===== src/hw/usbifl_defines.vh =====
/*
  register offsets, field positions, reset values and timing counts of the
  usb interrupt flag logic. assumes a 10 MHz system clock.
*/
`ifndef USBIFL_DEFINES_VH
`define USBIFL_DEFINES_VH

// word offsets, byte address = 4 * index
`define USBIFL_IDX_STAT_FLAGS   4'h0
`define USBIFL_IDX_STAT_EN      4'h1
`define USBIFL_IDX_ERR_FLAGS    4'h2
`define USBIFL_IDX_ERR_EN       4'h3
`define USBIFL_IDX_LINK_STATE   4'h4

// status flag / enable positions
`define USBIFL_B_SOF            6
`define USBIFL_B_STALL          5
`define USBIFL_B_IDLE           4
`define USBIFL_B_TRN            3
`define USBIFL_B_ACTV           2
`define USBIFL_B_UERR           1
`define USBIFL_B_URST           0

// error flag positions
`define USBIFL_B_BTS            7
`define USBIFL_B_BTO            4
`define USBIFL_B_DFN8           3
`define USBIFL_B_CRC16          2
`define USBIFL_B_CRC5           1
`define USBIFL_B_PID            0

// implemented bit masks
`define USBIFL_STAT_MASK        8'h7F
`define USBIFL_ERR_MASK         8'h9F
`define USBIFL_RST_VAL          8'h00

// turnaround limit in bit times
`define USBIFL_TURN_BITS        16

`endif


===== src/hw/usbifl_top.v =====
/*
  usb interrupt flag logic: latches serial engine status and error events as
  sticky flags, gates them with enables, drives the combined error flag and
  an interrupt request. assumes event inputs are one-cycle pulses from logic
  on CLK_SYS, and a bit-time enable pulse from the serial engine.
*/
// The register addresses and the Avalon-MM interface to the registers are this design's own decisions.
// Functional notes
// - seven status enables: sof 6, stall 5, idle 4, trn 3, activity 2, error 1, reset 0
// - a set enable bit makes the matching status flag an interrupt source
// - enables only gate propagation, never flag setting
// - flags set by their condition even with enable clear
// - each error flag has its own enable in a separate enable register; the code lets any error flag raise IRQ whenever status enable bit 1 is set
// - combined error flag is OR of error flags
// - error flags set in the cycle the condition is detected
// - error bit 7 on bit-stuffing violation
// - error bit 4 on more than 16 idle bit times after end of packet
// - error bit 3 when data field is not whole bytes
// - error bit 2 on data CRC16 failure
// - error bit 1 and token rejected on CRC5 failure
// - status enable bit 7 and error bits 6 to 5 read zero
// - activity flag raised once per resume from idle
`timescale 1ns/10ps
`default_nettype none
`include "usbifl_defines.vh"

module usbifl_top
(
  input  wire        CLK_SYS,         // system clock, 10 MHz
  input  wire        RST,             // asynchronous reset, active high
  input  wire [4:0]  AVS_ADDRESS,     // word address
  input  wire        AVS_READ,        // read strobe
  input  wire        AVS_WRITE,       // write strobe
  input  wire [3:0]  AVS_BYTEENABLE,  // byte lanes
  input  wire [31:0] AVS_WRITEDATA,   // write data
  output reg  [31:0] AVS_READDATA,    // read data
  output reg         AVS_WAITREQUEST, // stall until answer
  output reg  [1:0]  AVS_RESPONSE,    // 00 ok, 10 slave error
  input  wire        EV_SOF,          // start-of-frame token seen
  input  wire        EV_STALL,        // stall handshake sent
  input  wire        EV_IDLE,         // bus idle detected
  input  wire        EV_TRN,          // transaction complete
  input  wire        EV_ACTIVITY,     // bus activity seen
  input  wire        EV_BUS_RESET,    // bus reset seen
  input  wire        EV_STUFF_ERR,    // bit stuffing violation
  input  wire        EV_EOP,          // end of packet
  input  wire        EV_RX_START,     // start of a received packet
  input  wire        BIT_TICK,        // one pulse per bit time
  input  wire        EV_PARTIAL_BYTE, // data field not whole bytes
  input  wire        EV_CRC16_FAIL,   // data crc failed
  input  wire        EV_CRC5_FAIL,    // token crc failed
  input  wire        EV_PID_FAIL,     // pid check failed
  output reg         TOKEN_REJECT,    // token dropped for crc5 error
  output reg         COMBINED_ERR,    // OR of error flags
  output reg         IRQ              // request to the processor
);

  parameter TURN_BITS = `USBIFL_TURN_BITS;

  reg  [7:0] usb_status_irq_flags_reg;
  reg  [7:0] usb_status_irq_flags_next;
  reg  [7:0] usb_status_irq_enable_reg;
  reg  [7:0] usb_error_status_flags_reg;
  reg  [7:0] usb_error_status_flags_next;
  reg  [7:0] usb_error_irq_enable_reg;
  reg        activity_armed_reg;
  reg        turn_wait_reg;
  reg  [5:0] turn_cnt_reg;
  reg        ack_reg;
  reg  [7:0] err_events;
  reg  [7:0] stat_events;
  reg  [7:0] rd_mux;
  wire       wr_lane0;
  wire       acc;
  wire       turn_to;
  wire       err_any_next;

  // W1 keeps, W0 clears; a set on the same cycle wins
  function [7:0] clear_zero;
    input [7:0] cur;
    input [7:0] wdata;
    input       wen;
    input [7:0] set;
    begin
      clear_zero = (wen ? (cur & wdata) : cur) | set;
    end
  endfunction

  function mapped;
    input [4:0] a;
    begin
      mapped = (a <= {1'b0, `USBIFL_IDX_LINK_STATE});
    end
  endfunction

  assign acc      = (AVS_READ | AVS_WRITE) & ~ack_reg;
  assign wr_lane0 = AVS_WRITE & ~ack_reg & AVS_BYTEENABLE[0];
  assign turn_to  = turn_wait_reg & BIT_TICK & (turn_cnt_reg == TURN_BITS[5:0]);

  always @*
  begin
    err_events = 8'h00;
    err_events[`USBIFL_B_BTS]   = EV_STUFF_ERR;
    err_events[`USBIFL_B_BTO]   = turn_to;
    err_events[`USBIFL_B_DFN8]  = EV_PARTIAL_BYTE;
    err_events[`USBIFL_B_CRC16] = EV_CRC16_FAIL;
    err_events[`USBIFL_B_CRC5]  = EV_CRC5_FAIL;
    err_events[`USBIFL_B_PID]   = EV_PID_FAIL;
  end

  always @*
  begin
    usb_error_status_flags_next = clear_zero(usb_error_status_flags_reg, AVS_WRITEDATA[7:0],
      wr_lane0 && AVS_ADDRESS == {1'b0, `USBIFL_IDX_ERR_FLAGS}, err_events) & `USBIFL_ERR_MASK;
  end

  assign err_any_next = |usb_error_status_flags_next;

  always @*
  begin
    stat_events = 8'h00;
    stat_events[`USBIFL_B_SOF]   = EV_SOF;
    stat_events[`USBIFL_B_STALL] = EV_STALL;
    stat_events[`USBIFL_B_IDLE]  = EV_IDLE;
    stat_events[`USBIFL_B_TRN]   = EV_TRN;
    stat_events[`USBIFL_B_ACTV]  = EV_ACTIVITY & activity_armed_reg;
    stat_events[`USBIFL_B_URST]  = EV_BUS_RESET;
    usb_status_irq_flags_next = clear_zero(usb_status_irq_flags_reg, AVS_WRITEDATA[7:0],
      wr_lane0 && AVS_ADDRESS == {1'b0, `USBIFL_IDX_STAT_FLAGS}, stat_events);
    // error summary follows the error flags
    usb_status_irq_flags_next[`USBIFL_B_UERR] = err_any_next;
    usb_status_irq_flags_next = usb_status_irq_flags_next & `USBIFL_STAT_MASK;
  end

  always @*
  begin
    case (AVS_ADDRESS)
      {1'b0, `USBIFL_IDX_STAT_FLAGS}: rd_mux = usb_status_irq_flags_reg;
      {1'b0, `USBIFL_IDX_STAT_EN}:    rd_mux = usb_status_irq_enable_reg & `USBIFL_STAT_MASK;
      {1'b0, `USBIFL_IDX_ERR_FLAGS}:  rd_mux = usb_error_status_flags_reg & `USBIFL_ERR_MASK;
      {1'b0, `USBIFL_IDX_ERR_EN}:     rd_mux = usb_error_irq_enable_reg & `USBIFL_ERR_MASK;
      {1'b0, `USBIFL_IDX_LINK_STATE}: rd_mux = {6'h00, turn_wait_reg, activity_armed_reg};
      default:                        rd_mux = 8'h00;
    endcase
  end

  always @(posedge CLK_SYS or posedge RST)
  begin
    if (RST)
    begin
      usb_status_irq_flags_reg   <= `USBIFL_RST_VAL;
      usb_status_irq_enable_reg  <= `USBIFL_RST_VAL;
      usb_error_status_flags_reg <= `USBIFL_RST_VAL;
      usb_error_irq_enable_reg   <= `USBIFL_RST_VAL;
      activity_armed_reg         <= 1'b1;
      turn_wait_reg              <= 1'b0;
      turn_cnt_reg               <= 6'h00;
      ack_reg                    <= 1'b0;
      AVS_READDATA               <= 32'h00000000;
      AVS_WAITREQUEST            <= 1'b1;
      AVS_RESPONSE               <= 2'h0;
      TOKEN_REJECT               <= 1'b0;
      COMBINED_ERR               <= 1'b0;
      IRQ                        <= 1'b0;
    end
    else
    begin
      usb_status_irq_flags_reg   <= usb_status_irq_flags_next;
      usb_error_status_flags_reg <= usb_error_status_flags_next;
      if (wr_lane0 && AVS_ADDRESS == {1'b0, `USBIFL_IDX_STAT_EN})
        usb_status_irq_enable_reg <= AVS_WRITEDATA[7:0] & `USBIFL_STAT_MASK;
      if (wr_lane0 && AVS_ADDRESS == {1'b0, `USBIFL_IDX_ERR_EN})
        usb_error_irq_enable_reg <= AVS_WRITEDATA[7:0] & `USBIFL_ERR_MASK;
      if (EV_IDLE)
        activity_armed_reg <= 1'b1;
      else if (EV_ACTIVITY)
        activity_armed_reg <= 1'b0;
      if (EV_EOP)
      begin
        turn_wait_reg <= 1'b1;
        turn_cnt_reg  <= 6'h00;
      end
      else if (EV_RX_START || turn_to)
        turn_wait_reg <= 1'b0;
      else if (turn_wait_reg && BIT_TICK)
        turn_cnt_reg <= turn_cnt_reg + 6'h01;
      TOKEN_REJECT <= EV_CRC5_FAIL;
      COMBINED_ERR <= err_any_next;
      IRQ <= |((usb_status_irq_flags_next & usb_status_irq_enable_reg)
             | {7'h00, |(usb_error_status_flags_next & usb_error_irq_enable_reg)
                       & usb_status_irq_enable_reg[`USBIFL_B_UERR]});
      // one wait cycle, answer on the second
      ack_reg         <= acc;
      AVS_WAITREQUEST <= ~acc;
      AVS_RESPONSE    <= (acc && !mapped(AVS_ADDRESS)) ? 2'h2 : 2'h0;
      if (acc && AVS_READ)
        AVS_READDATA <= {24'h000000, rd_mux};
    end
  end

endmodule // usbifl_top
`default_nettype wire


===== config.mk =====
export PLATFORM = sky130hd
export DESIGN_NAME = usbifl_top
export DESIGN_NICKNAME = d
export VERILOG_FILES = /design/src/hw/usbifl_top.v
export VERILOG_INCLUDE_DIRS = /design/src /design/src/hw
export SDC_FILE = /design/constraint.sdc
export NUM_CORES = 1
export LEC_CHECK = 0
export BUFFER_PORTS_ARGS = -buffer_cell sky130_fd_sc_hd__buf_2
export CORE_MARGIN = 2
export CORE_UTILIZATION = 35
export DETAILED_ROUTE_END_ITERATION = 10
export GPL_TIMING_DRIVEN = 0
export PLACE_DENSITY = 0.59
export SLEW_MARGIN = 20
export SYNTH_ARGS = -nofsm -noshare
export SYNTH_HDL_FRONTEND = slang
export SYNTH_SLANG_ARGS = --single-unit

===== constraint.sdc =====
create_clock -name CLK_SYS -period 4.66 [get_ports CLK_SYS]
set_input_delay 1.398 -clock CLK_SYS [delete_from_list [all_inputs] [get_ports CLK_SYS]]
set_output_delay 1.398 -clock CLK_SYS [all_outputs]
set_load 0.03 [all_outputs]

==> flow_summary.yaml <==
synthesis:
  synth_xor_area_frac: 0.01835
  ys_types: 46
  synthSimpleGateAreaFrac: 0.1563
  postSynthAreaPerCell_um2: 10.85
  synth_warnings: 0
  synth_flop_cell: "dfrtp_1"
  seq_area_frac_synth: 0.4940
  synth-compound-area-share: 0.1148
  synth_seq_cells: 47
  async_reset_ff_frac: 1.000
  syn-cell-area_um2: 2386
  synth_mux_area_frac: 0.1064
  synth_edf_count: 0
  synth_top_family_by_area: "simple AND/OR/NAND/NOR gates"
  synth_fa_ha_area_frac: 0.01049
  synthCells: 220
grt:
  grt_antenna_before_repair: 0
  grt_pass1_wl_um: 8769
  overflow: 0
  grtUsageTotal: 0.1522
  grt_pass1_vias: 1694
  grt_max_degree: 27
timing:
  post-route-period-util: 0.6843
  fmax_mhz: 313.6
  setup_violations: 0
  worstMarginPinSlew_ns: 0.7879
  final-max-slew-violation-count: 0
  min_period_ns: 3.189
  rsz0062_at_grt: "false"
  tns_ns: 0
  hold_viol_final: 0
  clock_skew_ns: 0.01213
  maxSlewHeadroom: 0.4716
cts:
  clkTransAtPathRegs_ns: 0.09
  cts_root_buf: "clkbuf_8"
  cts-buffers-inserted: 5
  ctsResizeCount: 0
  cts_buffer_depth: 2
  clk_latency_ns: 0.31
  hold_buffers: 0
  tritoncts: "yes"
  cts.sinks: 47
  post_cts_buffers: 0
  h-tree-depth: 2
detailed_routing:
  vias_per_cell: 4.755
  detail-route-antenna-nets: 0
  drt-initial-drc-count: 145
  wirelength_um: 5416
  drt_pass1_iterations: 4
  routedWlPerCell_um: 14.40
  route.detailed.drc: 0
  num_vias: 1788
pwr:
  max-vdd-ir-drop_mv: 0.1194
  power_leakage_nw: 1.367
  power_density_nw_per_um2: 293.4
floorplan:
  rows: 30
  die_area_um2: 7494
  start_util: 0.3571
  die_h_um: 86.57
  core_um2: 6681
  die_x_um: 86.57
  io_pins: 97
setup_path:
  slowest_stage: "or4_1"
  arrival_ns: 3.34
  cp_top_family: "simple AND/OR/NAND/NOR gates"
  path_buf_inv: 2
  path_cells: "buf_2, buf_2, or4_1, nor2_1, a21oi_1, nor4_1, o211ai_1"
  worstRegToRegCells: 5
  r2r-end: "IRQ"
  worst_setup_path_start_kind: "primary input"
  cp_max_fo: 10
  crit_path_frequent_cell: "buf_2"
  worstSetupPathType: "in2reg"
  critPathMaxStageDelay_ns: 0.60
  critPathCaptureType: "flop"
  regToRegSetupSlack_ns: 2.54
  cp.depth: 7
  worstReg2RegStart: "ack_reg"
  crit_required_ns: 4.81
hold_path:
  worstHoldStart: "AVS_READDATA[6]"
  worstHoldPathCells: 2
  hold_path_class: "reg2reg"
  hold_end: "AVS_READDATA[6]"
final_layout:
  design_area_um2: 2892
  drive_gt1_frac: 0.3446
  largest_reg_flops: 8
  nNetsFinal: 356
  antenna_cells: 0
  syn2layout_area_growth_pct: 21.18
run:
  cap_violations: 0
outcome:
  status: "finished, final reports clean"
placed_design:
  place_congestion: 0.8055
  dp_hpwl_um: 4181
  place_area_um2: 2811
  io_buffers: 43
## kinds of logic (layout without fill, tap and decap cells)
family | count (synthesis) | count (layout)
xor gates and xnor gates | 5 | 5
adders and majority gates | 2 | 2
DFF | 47 | 47
other | 1 | 25
and+or+nand+nor | 67 | 67
muxes | 20 | 20
AOI/OAI and AO/OA | 41 | 41
buffers and inverters | 37 | 89
## area by class of cell
class | instances | area [um2]
sequential | 47 | 1179
timing repair buffer | 44 | 235.2
clock buffer | 8 | 80.08
inverter | 8 | 30.03
multi-input combinational | 160 | 1064
buffer | 29 | 203.9
tap | 80 | 100.1
fill | 661 | 3790
## cells in the mapped netlist (all sizes together) (2+ instances only)
cell    count  area share
mux2       13       0.061
a31oi       3      0.0079
mux2i       4       0.017
nor2       25       0.039
a22oi       3      0.0094
mux4        3       0.028
or4         2      0.0063
inv         8       0.013
a311oi      2      0.0073
nand4       3      0.0079
dfrtp      45        0.47
nand2b      7       0.018
ha          2       0.010
dfstp       2       0.022
xor2        4       0.015
nor3        2      0.0063
nand3b      2      0.0063
clkbuf      2      0.0031
a22o        3       0.011
a21oi       6       0.013
buf        27       0.082
o21ai      12       0.025
nand2      13       0.020
nor4        4       0.013
o31ai       7       0.024
or4b        2       0.010
## tightest hold or removal path: stages (launching register included)
cell and delay [ns]:
dfrtp_1 0.35, nand2_1 0.05, o31ai_1 0.05
## metrics by stage
stage               setup WS [ns]  power [mW]  utilization  instances  hold WS, ns
floorplan                   1.677      0.5650            -        244       0.4737
global placement            1.096      0.6099       0.4178        367       0.4665
detailed placement          1.105      0.6150       0.4208        368       0.4701
CTS                         1.405      0.8539       0.4328        376       0.4907
global route                1.353      0.8894       0.4328        376       0.5057
finish                      1.471      0.8483       0.4328        376       0.4792
## metal layers
metal,global-route usage,share of wire,vias to the layer above
met3,0.03143,0.055,2
met5,0,0,-
met1,0.2069,0.44,844
li1,-,-,890
met2,0.2476,0.49,52
met4,0.04261,0.0072,0
## how the worst max path moves through the flow
stage	from	end	slack, ns
final	AVS_ADDRESS[0]	IRQ	1.47
after global routing	AVS_ADDRESS[0]	IRQ	1.35
after CTS	AVS_ADDRESS[0]	IRQ	1.40
after detailed placement	AVS_ADDRESS[0]	IRQ	1.11
after global placement	AVS_ADDRESS[0]	IRQ	1.10
after floorplan	AVS_ADDRESS[0]	IRQ	1.68
## where the power goes
part / switching (mW) / internal [mW]
sequential: 0.0131 / 0.431
clock: 0.135 / 0.107
combinational: 0.0991 / 0.0625
total: 0.247 / 0.601
## cells in the final DEF (no fill, tap or decap), types with 2 or more instances in the layout
cell      count
nand3b_1      2
a311oi_1      2
mux2_2       13
a22oi_1       3
mux2i_1       4
buf_2        44
inv_1         7
nand4_1       3
mux4_2        3
a31oi_1       3
o21ai_0      12
nand2_1      13
o31ai_1       6
ha_1          2
a21oi_1       6
clkbuf_1      5
or4_1         2
nor2_1       25
dfstp_2       2
a22o_1        3
nor4_1        3
clkbuf_8      5
buf_4        25
xor2_1        4
dfrtp_1      45
conb_1       25
nand2b_1      7
(Power assumes the default switching activity.)
